--- src/pkg/rmiiph_pkg.sv ---
/*
  Constants for the RMII transceiver interface block: register indexes,
  field positions, reset values and clock ratios.
  Assumes a 250 MHz system clock and 32-bit AHB-Lite register access.
*/
// -----------------------------------------------------------------------
// rmiiph_pkg
// -----------------------------------------------------------------------
package rmiiph_pkg;
  // register indexes; byte address is four times the index
  localparam logic [5:0] IDX_CTRL = 6'h00;
  localparam logic [5:0] IDX_ADV = 6'h04;
  localparam logic [5:0] IDX_STAT = 6'h10;
  localparam logic [5:0] IDX_MODE = 6'h1F;
  // control register fields
  localparam int CTRL_AN_BIT = 12;
  localparam int CTRL_SPEED_BIT = 13;
  localparam int CTRL_DUPLEX_BIT = 8;
  // clock mode register field
  localparam int MODE_CLK_BIT = 7;
  // advertisement ability field: 100FD,100HD,10FD,10HD
  localparam int ADV_LSB = 5;
  localparam logic [3:0] ADV_ALL = 4'hF;
  localparam logic [3:0] ADV_10ONLY = 4'h3;
  // reset values
  localparam logic [15:0] CTRL_RST = 16'h3100;
  localparam logic [15:0] ADV_RST = 16'h01E1;
  localparam logic [15:0] MODE_RST = 16'h0000;
  // clocking
  localparam int SYS_CLK_MHZ = 250;
  localparam int REF_CLK_MHZ = 50;
  localparam int REF_DIV = SYS_CLK_MHZ / REF_CLK_MHZ;
  localparam logic [2:0] REF_DIV_LAST = 3'(REF_DIV - 1);
  localparam logic [2:0] REF_HIGH_CNT = 3'(REF_DIV / 2);
  localparam int DIBIT_REPEAT_10M = 10;
  localparam logic [3:0] DIBIT_LAST_10M = 4'(DIBIT_REPEAT_10M - 1);
  // receive path states
  typedef enum logic [2:0] {
    RX_IDLE = 3'b001,
    RX_WAIT = 3'b010,
    RX_DATA = 3'b100
  } rmiiph_rx_t;
endpackage : rmiiph_pkg

--- src/hw/rmiiph_top.sv ---
/*
  RMII interface logic of a 10/100 transceiver: reference clock
  generation, transmit dibit capture, receive carrier/data/error
  delivery, speed and duplex resolution, AHB-Lite register slave.
  Assumes the line side delivers decoded dibits on ref_clk and that
  MAC pins and straps are asynchronous to ref_clk.
*/
// Contract
// - one 50 MHz reference times all RMII signals
// - 25 MHz mode: synthesize and drive reference
// - 50 MHz mode: reference from crystal input
// - mode register bit 7 picks non-default mode
// - accept transmit dibit each enabled clock
// - ignore transmit data while enable low
// - raise carrier sense at once on carrier
// - carrier sense spans first to last dibit
// - receive data 00 until decoding starts
// - deliver one dibit per valid clock
// - receive data 00 while carrier sense low
// - receive error flags coding errors in frame
// - negotiation picks highest common mode
// - parallel detection without partner negotiation
// - control bits 12, 13, 8 steer mode
// - receive timing keeps running when idle
// - independent paths, both speeds, both duplexes
// - strap latched at reset release
`timescale 1ns/1ps
`default_nettype none
module rmiiph_top #(
  parameter bit DEFAULT_MODE50 = 1'b0
) (
  input wire logic ref_clk,
  input wire logic rst,
  input wire logic hsel,
  input wire logic [31:0] haddr,
  input wire logic [1:0] htrans,
  input wire logic hwrite,
  input wire logic [2:0] hsize,
  input wire logic [31:0] hwdata,
  input wire logic hready,
  output logic [31:0] hrdata,
  output logic hreadyout,
  output logic hresp,
  input wire logic crystal_input,
  output logic refClkOut,
  output logic refClkOutEn,
  input wire logic txEn,
  input wire logic [1:0] txd,
  output logic crsDv,
  output logic [1:0] rxd,
  output logic rxEr,
  input wire logic autoneg_speed_strap,
  output logic lineTxValid,
  output logic [1:0] lineTxDibit,
  input wire logic lineCarrier,
  input wire logic lineRxValid,
  input wire logic [1:0] lineRxDibit,
  input wire logic lineSymErr,
  input wire logic partnerNegotiates,
  input wire logic [3:0] partnerAbility,
  input wire logic parallelSpeed100,
  output logic linkSpeed100,
  output logic linkFullDuplex
);
  import rmiiph_pkg::*;

  // -------------------------------------------------------------------
  // pin synchronisers
  // -------------------------------------------------------------------
  logic [5:0] pinIn;
  logic [5:0] syncA_q;
  logic [5:0] syncB_q;
  logic xiS, txEnS, carS, strapS;
  logic [1:0] txdS;
  assign pinIn = {crystal_input, txEn, txd, lineCarrier, autoneg_speed_strap};
  // data-only flops; no reset so the strap is valid at release
  always_ff @(posedge ref_clk) begin
    syncA_q <= pinIn;
    syncB_q <= syncA_q;
  end
  assign {xiS, txEnS, txdS, carS, strapS} = syncB_q;

  // -------------------------------------------------------------------
  // registers and strap
  // -------------------------------------------------------------------
  logic [15:0] ctrl_q, adv_q, mode_q;
  logic strapPend_q;
  logic mode50;
  logic wrPend_q;
  logic [5:0] wrIdx_q;
  logic addrOk;
  logic addrPhase;
  assign mode50 = DEFAULT_MODE50 ^ mode_q[MODE_CLK_BIT];

  // pending flag marks the first cycle after release for the strap
  always_ff @(posedge ref_clk) begin
    if (rst) begin
      strapPend_q <= 1'b1;
    end else begin
      strapPend_q <= 1'b0;
    end
  end

  // strap load wins once, later writes from software steer the mode
  always_ff @(posedge ref_clk) begin
    if (rst) begin
      ctrl_q <= CTRL_RST;
      adv_q <= ADV_RST;
      mode_q <= MODE_RST;
    end else if (strapPend_q) begin
      ctrl_q[CTRL_AN_BIT] <= strapS;
      ctrl_q[CTRL_SPEED_BIT] <= strapS;
      adv_q[ADV_LSB +: 4] <= strapS ? ADV_ALL : ADV_10ONLY;
    end else if (wrPend_q) begin
      unique case (wrIdx_q)
        IDX_CTRL: ctrl_q <= hwdata[15:0];
        IDX_ADV: adv_q <= hwdata[15:0];
        IDX_MODE: mode_q <= hwdata[15:0];
        default: ;
      endcase
    end
  end

  // -------------------------------------------------------------------
  // AHB-Lite slave, zero wait states
  // -------------------------------------------------------------------
  logic [31:0] hrdata_q;
  logic [15:0] stat;
  logic rxActive;
  assign addrOk = (haddr[31:8] == 24'h000000) && (haddr[1:0] == 2'b00);
  assign addrPhase = hsel && hready && htrans[1];
  assign hreadyout = 1'b1;
  assign hresp = 1'b0;
  assign hrdata = hrdata_q;
  assign stat = {11'h000, rxActive, mode50, ctrl_q[CTRL_AN_BIT], linkSpeed100, linkFullDuplex};

  // a write lands at the end of its data phase
  always_ff @(posedge ref_clk) begin
    if (rst) begin
      wrPend_q <= 1'b0;
      wrIdx_q <= 6'h00;
    end else begin
      wrPend_q <= addrPhase && hwrite && addrOk;
      wrIdx_q <= haddr[7:2];
    end
  end

  // read data captured at the address phase; unmapped reads zero
  always_ff @(posedge ref_clk) begin
    if (rst) begin
      hrdata_q <= 32'h00000000;
    end else if (addrPhase && !hwrite) begin
      hrdata_q <= 32'h00000000;
      if (addrOk) begin
        unique case (haddr[7:2])
          IDX_CTRL: hrdata_q <= {16'h0000, ctrl_q};
          IDX_ADV: hrdata_q <= {16'h0000, adv_q};
          IDX_STAT: hrdata_q <= {16'h0000, stat};
          IDX_MODE: hrdata_q <= {16'h0000, mode_q};
          default: hrdata_q <= 32'h00000000;
        endcase
      end
    end
  end

  // -------------------------------------------------------------------
  // reference clock and tick
  // -------------------------------------------------------------------
  logic [2:0] divCnt_q;
  logic divTick;
  logic xiPrev_q;
  logic tick;
  logic refClkOut_q, refClkOutEn_q;
  assign divTick = (divCnt_q == REF_DIV_LAST);
  // one tick per reference period, from divider or crystal input edge
  assign tick = mode50 ? (xiS && !xiPrev_q) : divTick;
  assign refClkOut = refClkOut_q;
  assign refClkOutEn = refClkOutEn_q;

  // divider runs free; 2/5 duty is the closest split of five cycles
  always_ff @(posedge ref_clk) begin
    if (rst) begin
      divCnt_q <= 3'h0;
      refClkOut_q <= 1'b0;
      refClkOutEn_q <= 1'b0;
      xiPrev_q <= 1'b0;
    end else begin
      divCnt_q <= divTick ? 3'h0 : divCnt_q + 3'h1;
      refClkOut_q <= !mode50 && (divTick || divCnt_q < REF_HIGH_CNT - 3'h1);
      refClkOutEn_q <= !mode50;
      xiPrev_q <= xiS;
    end
  end

  // -------------------------------------------------------------------
  // transmit path
  // -------------------------------------------------------------------
  logic [3:0] txCnt_q;
  logic txStrobe;
  logic lineTxValid_q;
  logic [1:0] lineTxDibit_q;
  assign txStrobe = tick && (linkSpeed100 || txCnt_q == 4'h0);
  assign lineTxValid = lineTxValid_q;
  assign lineTxDibit = lineTxDibit_q;

  // frame bounds come from the enable alone; the MAC keeps it framed
  always_ff @(posedge ref_clk) begin
    if (rst) begin
      txCnt_q <= 4'h0;
      lineTxValid_q <= 1'b0;
      lineTxDibit_q <= 2'b00;
    end else begin
      if (tick) begin
        txCnt_q <= (!txEnS || txCnt_q == DIBIT_LAST_10M) ? 4'h0 : txCnt_q + 4'h1;
      end
      lineTxValid_q <= txStrobe && txEnS;
      if (txStrobe) begin
        lineTxDibit_q <= txEnS ? txdS : 2'b00;
      end
    end
  end

  // -------------------------------------------------------------------
  // receive path
  // -------------------------------------------------------------------
  rmiiph_rx_t rxState_q;
  logic [3:0] rxCnt_q;
  logic rxStrobe;
  logic pend_q, errPend_q;
  logic [1:0] pendD_q;
  logic crsDv_q, rxEr_q;
  logic [1:0] rxd_q;
  // tick runs through idle gaps, so receive timing never stops
  assign rxStrobe = tick && (linkSpeed100 || rxCnt_q == 4'h0);
  assign rxActive = (rxState_q != RX_IDLE);
  assign crsDv = crsDv_q;
  assign rxd = rxd_q;
  assign rxEr = rxEr_q;

  // one-dibit holding stage; a new dibit wins over the consume
  always_ff @(posedge ref_clk) begin
    if (rst) begin
      pend_q <= 1'b0;
      pendD_q <= 2'b00;
      errPend_q <= 1'b0;
    end else begin
      if (lineRxValid) begin
        pend_q <= 1'b1;
        pendD_q <= lineRxDibit;
      end else if (rxStrobe) begin
        pend_q <= 1'b0;
      end
      if (lineSymErr && rxActive) begin
        errPend_q <= 1'b1;
      end else if (rxStrobe || !rxActive) begin
        errPend_q <= 1'b0;
      end
    end
  end

  // repeat counter restarts at carrier so the first dibit is aligned
  always_ff @(posedge ref_clk) begin
    if (rst) begin
      rxCnt_q <= 4'h0;
    end else if (rxState_q == RX_IDLE) begin
      rxCnt_q <= 4'h0;
    end else if (tick) begin
      rxCnt_q <= (rxCnt_q == DIBIT_LAST_10M) ? 4'h0 : rxCnt_q + 4'h1;
    end
  end

  // carrier rise is taken at once, not on a tick; drops only on a tick
  always_ff @(posedge ref_clk) begin
    if (rst) begin
      rxState_q <= RX_IDLE;
      crsDv_q <= 1'b0;
      rxd_q <= 2'b00;
      rxEr_q <= 1'b0;
    end else begin
      unique case (rxState_q)
        RX_IDLE: begin
          rxd_q <= 2'b00;
          rxEr_q <= 1'b0;
          if (carS) begin
            rxState_q <= RX_WAIT;
            crsDv_q <= 1'b1;
          end
        end
        RX_WAIT, RX_DATA: begin
          if (rxStrobe) begin
            if (pend_q) begin
              rxState_q <= RX_DATA;
              rxd_q <= pendD_q;
              rxEr_q <= errPend_q || lineSymErr;
            end else if (!carS) begin
              rxState_q <= RX_IDLE;
              crsDv_q <= 1'b0;
              rxd_q <= 2'b00;
              rxEr_q <= 1'b0;
            end else begin
              rxd_q <= 2'b00;
              rxEr_q <= errPend_q;
            end
          end
        end
      endcase
    end
  end

  // -------------------------------------------------------------------
  // speed and duplex resolution
  // -------------------------------------------------------------------
  logic [3:0] common;
  logic speedD, fullD;
  logic linkSpeed100_q, linkFull_q;
  assign common = adv_q[ADV_LSB +: 4] & partnerAbility;
  assign linkSpeed100 = linkSpeed100_q;
  assign linkFullDuplex = linkFull_q;

  // priority encoder over the common abilities, highest first
  always_comb begin
    speedD = ctrl_q[CTRL_SPEED_BIT];
    fullD = ctrl_q[CTRL_DUPLEX_BIT];
    if (ctrl_q[CTRL_AN_BIT]) begin
      if (!partnerNegotiates) begin
        speedD = parallelSpeed100;
        fullD = 1'b0;
      end else if (common[3]) begin
        speedD = 1'b1;
        fullD = 1'b1;
      end else if (common[2]) begin
        speedD = 1'b1;
        fullD = 1'b0;
      end else begin
        speedD = 1'b0;
        fullD = common[1];
      end
    end
  end

  // result is registered so both paths see a stable rate
  always_ff @(posedge ref_clk) begin
    if (rst) begin
      linkSpeed100_q <= 1'b1;
      linkFull_q <= 1'b1;
    end else begin
      linkSpeed100_q <= speedD;
      linkFull_q <= fullD;
    end
  end

  // -------------------------------------------------------------------
  // assertions
  // -------------------------------------------------------------------
  AST_TX_IDLE: assert property (@(posedge ref_clk) disable iff (rst)
    txStrobe && !txEnS |=> !lineTxValid_q && lineTxDibit_q == 2'b00)
    else $error("transmit accepted while enable low");
  AST_TX_ACCEPT: assert property (@(posedge ref_clk) disable iff (rst)
    txStrobe && txEnS |=> lineTxValid_q && lineTxDibit_q == $past(txdS))
    else $error("enabled transmit dibit not taken");
  AST_RX_IDLE: assert property (@(posedge ref_clk) disable iff (rst)
    !crsDv_q |-> rxd_q == 2'b00 && !rxEr_q)
    else $error("receive data not idle without carrier sense");
  AST_CRS_RISE: assert property (@(posedge ref_clk) disable iff (rst)
    rxState_q == RX_IDLE && carS |=> crsDv_q && rxd_q == 2'b00)
    else $error("carrier sense late on carrier");
  AST_CRS_HOLD: assert property (@(posedge ref_clk) disable iff (rst)
    crsDv_q && !rxStrobe |=> crsDv_q)
    else $error("carrier sense dropped off a clock edge");
  AST_10M_HOLD: assert property (@(posedge ref_clk) disable iff (rst)
    !linkSpeed100 && crsDv_q && !rxStrobe |=> $stable(rxd_q))
    else $error("10 Mbps receive dibit not held");
  AST_REF_PERIOD: assert property (@(posedge ref_clk) disable iff (rst)
    !mode50 && divTick |-> ##5 divTick)
    else $error("reference divider period wrong");
  AST_REF_NC: assert property (@(posedge ref_clk) disable iff (rst)
    mode50 |=> !refClkOutEn_q && !refClkOut_q)
    else $error("reference output driven in 50 MHz mode");
  AST_FORCED: assert property (@(posedge ref_clk) disable iff (rst)
    !ctrl_q[CTRL_AN_BIT] |=> linkSpeed100_q == $past(ctrl_q[CTRL_SPEED_BIT])
      && linkFull_q == $past(ctrl_q[CTRL_DUPLEX_BIT]))
    else $error("forced speed or duplex not applied");
  AST_AN_BEST: assert property (@(posedge ref_clk) disable iff (rst)
    ctrl_q[CTRL_AN_BIT] && partnerNegotiates && common[3] |=> linkSpeed100_q && linkFull_q)
    else $error("negotiation missed the best common mode");
endmodule : rmiiph_top
`default_nettype wire

--- config.mk ---
export PLATFORM = sky130hd
export DESIGN_NAME = rmiiph_top
export DESIGN_NICKNAME = d
export VERILOG_FILES = /design/src/pkg/rmiiph_pkg.sv /design/src/hw/rmiiph_top.sv
export SDC_FILE = /design/constraint.sdc
export NUM_CORES = 1
export LEC_CHECK = 0
export CORE_MARGIN = 5
export CORE_UTILIZATION = 48
export DETAILED_ROUTE_END_ITERATION = 6
export DONT_BUFFER_PORTS = 1
export PLACE_DENSITY = 0.65
export SLEW_MARGIN = 10
export SYNTH_ARGS = -nofsm -noshare
export SYNTH_HDL_FRONTEND = slang
export SYNTH_SLANG_ARGS = --single-unit
--- constraint.sdc ---
create_clock -name ref_clk -period 1.9 [get_ports ref_clk]
set_input_delay 0.19 -clock ref_clk [delete_from_list [all_inputs] [get_ports ref_clk]]
set_output_delay 0.19 -clock ref_clk [all_outputs]
set_load 0.02 [all_outputs]
Word level (Yosys, flattened, before mapping). Cells that the tools add are included.

Output and inout port bits: 45. Bits in writable memories: 0. Latch bits: 0. Logic and storage cells: 138. Input bits: 90. Bits in read-only memories: 0. Memories: 0. Flip-flop bits (word level): 130.

Order comparisons: 1. Shift operators: 0. Reductions and logical operators: 44. $mul: 0. Multiplexer cells: 43. Add/sub/neg operators: 3. Bitwise logic cells: 2. Div/mod/pow operators: 0. Eq/ne operators: 17.

Operators with widths (count): $pmux W16 S4 (1); $mux W14 (2); $logic_not A24 Y1 (1); $mux W1 (21); $eq A6 B5 Y1 const B (3); $mux W9 (2); $mux W16 (1); $mux W4 (4); $eq A6 B3 Y1 const B (2); $logic_and A1 B1 Y1 (12); $logic_not A6 Y1 (2); $mux W3 (4); $reduce_and A3 Y1 (4); $reduce_bool A2 Y1 (5); $add A4 B1 Y4 const B (2); $eq A4 B4 Y1 const B (2); $logic_not A4 Y1 (2); $mux W2 (4); $ne A2 B2 Y1 const B (4); $eq A3 B3 Y1 const B (2); $logic_or A1 B1 Y1 (6); $pmux W3 S2 (1); $reduce_or A2 Y1 (3); $logic_not A1 Y1 (5); other kinds (13) (15).

Logic depth before layout (Yosys ltp). Gate-level depths: netlist of the first run.

Depth after elaboration: 7. Depth in mapped cells: 7. Depth with buffers taken out: 6.

Worst setup path after synthesis of the first run. Ideal clock, no wire load.

Path type: register -> register. Start: register wrIdx_q[3]. End: register adv_q[2]. Required time: 1.772 ns. Stages on the path, launching flop included: 7. Data arrival time: 1.708 ns. Library setup time: 0.128 ns. Period minus slack after synthesis: 1.835 ns. Setup slack: 0.065 ns. Buffers on the path: 2. Path through: dfxtp_1 > or4_4 > or4_1 > clkbuf_2 > buf_6 > mux2i_1 > nor2_1.

Word-level cells in the longest chain between the ends: 2.

Ends and longest elaborated chain: start, declared (RTL line rmiiph_top.sv:90) `logic [5:0] wrIdx_q;`; start signal, assigned (RTL line rmiiph_top.sv:144) `wrIdx_q <= haddr[7:2];`; $eq A6 B3 Y1 (RTL line rmiiph_top.sv:115) `unique case (wrIdx_q)`; $reduce_and A3 Y1 (no source line); end signal, assigned by index (RTL line rmiiph_top.sv:113) `adv_q[ADV_LSB +: 4] <= strapS ? ADV_ALL : ADV_10ONLY;`; end signal, assigned (RTL line rmiiph_top.sv:117) `IDX_ADV: adv_q <= hwdata[15:0];`; end, declared (RTL line rmiiph_top.sv:86) `logic [15:0] ctrl_q, adv_q, mode_q;`.

Every way passes these cells. A chain may end at the register's enable or synchronous reset.

Final worst setup path of the first run.
Start: register wrIdx_q[3]. End: register adv_q[9].

The elaborated chain is that of the path after synthesis.

==> impl_metrics.py, run 1 <==
metrics = {
    "detailed_routing": {
        "wl_per_cell_um": 16.70,
        "drt_iter0_markers": 164,
        "first_pass_iters": 5,
        "vias": 3645,
        "via_per_inst": 5.368,
        "wl_um": 11340,
        "postRouteAntennaNets": 0,
        "drc": 0,
    },
    "setup_path": {
        "cp_max_fo": 8,
        "cp.arrival_ns": 2.29,
        "reg2reg_to": "adv_q[9]",
        "r2r_slack_ns": -0.007,
        "start_kind": "flip-flop",
        "cp.required_ns": 2.28,
        "r2r_cells": 5,
        "critPathCaptureType": "flip-flop",
        "path_class": "reg -> reg",
        "r2r_start": "wrIdx_q[3]",
    },
    "place": {
        "dp_hpwl_um": 7497,
        "dpl_worst_slack_ns": -0.02285,
        "io_buffer_count": 0,
        "dp.cells": 609,
        "gp_congestion": 0.7937,
    },
    "sta": {
        "rsz0062_at_grt": "yes",
        "whs_ns": 0.02834,
        "fin_setup_tns_ns": -0.007313,
        "drv_slew": 0,
        "hold_viol": 0,
        "fmax_mhz": 524.3,
        "fin_skew_ns": 0.01018,
        "setup_viol": 1,
        "fin_ws_ns": -0.007313,
        "relSlewSlack": 0.2335,
        "finalCriticalPeriod_ns": 1.907,
        "fin_crit_sh": 1.004,
        "tightest_slew_ns": 1.147,
    },
    "synth": {
        "syn_inst": 483,
        "synth_edf_count": 0,
        "ys.warnings.count": 0,
        "synth_cell_types": 55,
        "yosysSeqAreaShare": 0.4887,
        "syn_area_mm2": 0.004669,
        "synth_top_area_cell": "dfxtp_1",
        "yosysMostFrequentCell": "dfxtp_1",
        "async_flop_share": 0,
        "synth_seq_cells": 114,
        "avgSynthCellArea_um2": 9.668,
        "synth_area_leaders": "dfxtp_1 49%, mux2i_1 11%, nor2_1 5.1%, mux2_2 3.9%, buf_4 3.1%",
        "synth_ff_type": "dfxtp_1",
        "synth_top_cell_area_share": 0.4887,
        "yosys-top-cells-count": "114 x dfxtp_1, 64 x nor2_1, 51 x mux2i_1",
    },
    "die": {
        "rows": 36,
        "die_w_um": 108.6,
        "die_y_um": 108.6,
        "coreArea_mm2": 0.009639,
        "die_area_mm2": 0.01180,
        "pin_count": 135,
        "start_util": 0.4844,
    },
    "worst_hold_path": {
        "hold_path_end": "hrdata[7]",
        "hp-start": "haddr[4]",
        "holdCritPathClass": "in -> reg",
        "min_path_cells": 3,
    },
    "pwr": {
        "p_sw_mw": 1.263,
        "internal_power_mw": 4.640,
        "pwr-share-seq": 0.423,
        "p_sw_frac": 0.2140,
        "pwr-share-clk": 0.525,
        "p_leak_nw": 2.270,
        "p_per_area_mw_per_mm2": 1012,
        "ir_drop_mv": 0.5673,
        "combPwrFrac": 0.052,
    },
    "finish": {
        "final_nets": 628,
        "fin_cells": 679,
        "area_delta_synth_final_pct": 24.87,
        "antenna_cells": 0,
        "drive_above_1_share": 0.1447,
    },
    "global_route": {
        "grtUsageTotal": 0.2029,
        "grt_max_degree": 76,
        "antenna_found_initial": 0,
        "grt_pass1_vias": 3718,
        "grt_pass1_wl_um": 18510,
        "gr-total-overflow": 0,
    },
    "cts": {
        "cts_setup_buffers": 0,
        "h-tree-depth": 4,
        "numCtsBuffers": 17,
        "clk_path_buf_depth": 2,
        "clock-sinks": 114,
        "clockRootBuffer": "clkbuf_8",
        "clk_pin_slew_ns": 0.06,
        "cts_tree": "yes",
        "clock_latency_ns": 0.51,
    },
    "run": {
        "max_cap_viol_count": 0,
    },
    "run_status": {
        "status": "finished, violations left",
        "violations": "setup timing",
    },
}
==> metal layers <==
metal | track usage | part of all wire
met3 | 0.06986 | 0.079
met1 | 0.2493 | 0.43
met2 | 0.3327 | 0.48
met4 | 0.06853 | 0.013
met5 | 0 | 0
==> kinds of logic after synthesis <==
kind of cell,synth area share
AO/OA/AOI/OAI,0.1093
buffers and inverters,0.06029
adder cells (fa/ha/maj),0.01340
multiplexers,0.1479
flip-flops,0.4887
AND/OR/NAND/NOR,0.1750
XOR/XNOR,0.003752
other,0.001608
==> timing repair <==
action,in CTS,in global routing
setup endpoints to repair,11,10
hold endpoints to repair,94,0
hold buffers,38,0
pin swaps,0,6
resized for setup,1,5
cloned,0,0
==> critical path, stage by stage (launching register included) <==
cell and delay, ns:
dfxtp_2 0.32, or4_4 0.57, or4_4 0.48, buf_12 0.18, mux2i_2 0.18, nor2_1 0.06
==> stage by stage <==
stage / power [mW] / util / cell area, µm²
2_1_floorplan: 2.749 / - / 4730
3_3_place_gp: 2.735 / 0.5006 / 4826
3_5_place_dp: 2.742 / 0.5006 / 4826
4_1_cts: 5.958 / 0.6029 / 5812
5_1_grt: 6.144 / 0.6049 / 5831
6_report: 5.903 / 0.6049 / 5831
==> power by group through the flow <==
stage / Sequential [mW] / Combinational [mW] / Clock, mW
3_5_place_dp: 2.55 / 0.195 / 0
2_1_floorplan: 2.53 / 0.215 / 0
5_1_grt: 2.50 / 0.338 / 3.30
6_report: 2.50 / 0.305 / 3.10
3_3_place_gp: 2.54 / 0.191 / 0
4_1_cts: 2.50 / 0.302 / 3.16
==> worst max path at each step <==
stage | cells past startpoint | slack [ns] | from | to
2_1_floorplan | 6 | 0.06 | wrIdx_q[3] | adv_q[2]
3_3_place_gp | 5 | 0.02 | wrIdx_q[3] | adv_q[1]
3_5_place_dp | 5 | -0.02 | wrIdx_q[3] | adv_q[15]
4_1_cts | 5 | 0.005 | wrIdx_q[3] | adv_q[3]
5_1_grt | 5 | -0.05 | wrIdx_q[3] | adv_q[9]
6_report | 5 | -0.007 | wrIdx_q[3] | adv_q[9]
==> registers in the layout (all words and copies together) (netlist names), 6 cells and up <==
register	count
mode_q	16
syncA_q	6
ctrl_q	16
wrIdx_q	6
hrdata	16
syncB_q	6
adv_q	16
==> cell usage in the layout (no fill, tap or decap), types with 3 or more instances in the layout <==
| cell | n |
|---|---|
| and2_1 | 4 |
| mux2i_1 | 49 |
| nor4_1 | 5 |
| clkbuf_16 | 16 |
| or2_2 | 3 |
| mux2_2 | 16 |
| a222oi_1 | 4 |
| clkinv_2 | 5 |
| and3b_1 | 3 |
| inv_1 | 10 |
| nor2b_1 | 11 |
| or4_1 | 4 |
| ha_1 | 5 |
| dfxtp_1 | 113 |
| a21oi_1 | 21 |
| nand3b_1 | 3 |
| nand3_1 | 4 |
| buf_4 | 15 |
| clkbuf_8 | 3 |
| nor2_1 | 64 |
| bufinv_16 | 3 |
| o22ai_1 | 3 |
| nor3b_1 | 5 |
| clkbuf_1 | 3 |
| a22oi_1 | 12 |
| nand2_1 | 34 |
| o21ai_0 | 21 |
| dlygate4sd3_1 | 37 |
| a211o_1 | 3 |
| nor3_1 | 6 |
| conb_1 | 18 |
==> cell type report <==
class	count	area [µm²]
fillers	843	3809
flip-flops and latches	114	2283
multi-input cells	334	2197
repair buffers	56	561.8
clock buffers	22	452.9
well taps	133	166.4
clock inverters	10	131.4
inverters	10	37.54
Note: power is estimated with default switching activity, not from simulation.
==> run 2, diff against run 1 <==
- CORE_ASPECT_RATIO: unset -> 0.9
- PLACE_DENSITY: 0.65 -> unset
- clock period: 1.9 -> 2.3 ns (I/O delays scaled with it)
==> run 2 against run 1 <==
Compared with the run above:
- the flow now finishes without violations
- clock skew up 0.0096 ns
- largest cell class unchanged
- maximum frequency barely moved
- critical path type unchanged
- via count is 1.8% lower
==> impl_metrics.py, run 2 (same netlist as run 1, synthesis figures left out) <==
metrics = {
    "run_status": {
        "status": "finished clean",
    },
    "place": {
        "io_buffer_count": 0,
        "gp_congestion": 0.8275,
        "dp_hpwl_um": 7426,
        "dp.cells": 596,
    },
    "setup_path": {
        "path_cells": "or4_4, or4_1, buf_4, mux2i_1, nor2_1",
        "crit_path_top_delay_cell": "or4_4",
        "path_buf_inv": 1,
        "r2r_cells": 5,
        "crit_cells": 5,
        "crit_start": "wrIdx_q[3]",
        "critPathTopFamily": "simple AND/OR/NAND/NOR gates",
        "crit_path_end": "adv_q[13]",
        "cp_max_fo": 8,
        "cp.arrival_ns": 2.29,
        "reg2reg_to": "adv_q[13]",
        "r2r_start": "wrIdx_q[3]",
        "cpPeakStageDelay_ns": 0.57,
        "start_kind": "flip-flop",
        "critPathCaptureType": "flip-flop",
        "r2r_slack_ns": 0.39,
        "cp.required_ns": 2.69,
        "path_class": "reg -> reg",
    },
    "sta": {
        "rsz0062_at_grt": "no",
        "finalCriticalPeriod_ns": 1.906,
        "drv_slew": 0,
        "fmax_mhz": 524.7,
        "fin_skew_ns": 0.01974,
        "tightest_slew_ns": 0.5699,
        "hold_viol": 0,
        "relSlewSlack": 0.6192,
        "fin_setup_tns_ns": 0,
        "fin_crit_sh": 0.8286,
        "setup_viol": 0,
    },
    "detailed_routing": {
        "postRouteAntennaNets": 0,
        "first_pass_iters": 7,
        "drc": 0,
        "wl_um": 11160,
        "drt_iter0_markers": 260,
        "wl_per_cell_um": 16.83,
        "via_per_inst": 5.401,
        "vias": 3581,
    },
    "worst_hold_path": {
        "holdCritPathClass": "in -> reg",
    },
    "finish": {
        "regArea_mm2": 0.002282,
        "drive_above_1_share": 0.1266,
        "most-common-layout-cells": "114 x dfxtp_1, 64 x nor2_1, 51 x mux2i_1",
        "final_common_cell": "dfxtp_1",
        "multiInputGateArea_mm2": 0.002180,
        "fin_cells": 663,
        "final_nets": 621,
        "fill_cells": 810,
        "antenna_cells": 0,
        "area_delta_synth_final_pct": 22.19,
    },
    "cts": {
        "holdBufCountCts": 37,
        "clock_latency_ns": 0.52,
        "clock-sinks": 114,
        "h-tree-depth": 4,
        "cts_tree": "yes",
        "clk_path_buf_depth": 2,
        "clk_pin_slew_ns": 0.05,
        "cts_resized": 0,
        "clockRootBuffer": "clkbuf_8",
        "numCtsBuffers": 17,
        "cts_setup_buffers": 0,
    },
    "die": {
        "coreArea_mm2": 0.009572,
        "start_util": 0.4878,
        "die_y_um": 103.6,
        "die_area_mm2": 0.01180,
        "pin_count": 135,
        "die_w_um": 114.0,
        "rows": 34,
    },
    "global_route": {
        "grt_pass1_vias": 3612,
        "gr-total-overflow": 0,
        "antenna_found_initial": 0,
        "grt_max_degree": 76,
        "grt_pass1_wl_um": 18020,
        "grtUsageTotal": 0.1919,
    },
    "run": {
        "max_cap_viol_count": 0,
    },
    "pwr": {
        "combPwrFrac": 0.050,
        "pwr-share-seq": 0.427,
        "p_per_area_mw_per_mm2": 848.9,
        "p_sw_frac": 0.2185,
        "internal_power_mw": 3.785,
        "p_leak_nw": 2.228,
        "pwr-share-clk": 0.523,
        "p_sw_mw": 1.059,
        "ir_drop_mv": 0.5870,
    },
}
run 2: cell count changes in the layout (fill, tap and decap cells not counted), moves of 2 or more:
cell      previous run  this run
buf_4               15        12
buf_12               2         0
clkbuf_1             3         1
mux2i_1             49        51
mux2i_2              2         0
run 2: worst reg2reg max path: cells and delay by family, from the launching register on:
family,cells,cell delay [ns]
mux,1,0.16
buf+inv,1,0.22
simple gates,3,1.10
flops,1,0.31
run 2: layout make-up:
class | count | area share
sequential | 114 | 0.4000
multi-input combinational | 334 | 0.3820
timing repair buffer | 49 | 0.08377
clock buffer | 19 | 0.07566
tap | 126 | 0.02763
clock inverter | 11 | 0.02434
inverter | 10 | 0.006579
run 2: metrics by stage:
stage                     worst slack (ns)  hold WS (ns)  total power [mW]  cell area, µm²    util
after global placement              0.4279        0.2578             2.258            4747  0.4959
final                               0.3942       0.03346             4.844            5705  0.5961
after detailed placement            0.4132        0.2578             2.264            4747  0.4959
after CTS                           0.3822      0.006661             4.900            5705  0.5961
after global routing                0.2747       0.01971             5.022            5705  0.5961
after floorplan                     0.4649        0.2577             2.271            4730       -
run 2: power groups by stage:
stage / clock, mW / sequential, mW / combinational (mW)
after global placement: 0 / 2.11 / 0.151
after floorplan: 0 / 2.09 / 0.177
after global routing: 2.68 / 2.07 / 0.266
after detailed placement: 0 / 2.11 / 0.155
final: 2.53 / 2.07 / 0.243
after CTS: 2.59 / 2.07 / 0.242
run 2: how the worst min path moves through the flow:
stage                        from  slack, ns     endpoint  depth (start not counted)
CTS                      haddr[6]      0.007    hrdata[4]                          2
global route             haddr[6]       0.02    hrdata[4]                          2
global placement           txd[1]       0.26   syncA_q[3]                          0
finish                   haddr[6]       0.03    hrdata[4]                          2
floorplan                     rst       0.26  strapPend_q                          0
detailed placement  crystal_input       0.26   syncA_q[5]                          0
run 2: metal layers:
metal,global-route usage,part of all wire,up-vias
met5,0,0,-
met4,0.06446,0.0082,0
met3,0.05948,0.073,8
met2,0.3006,0.46,127
met1,0.2507,0.46,1691
li1,-,-,1755
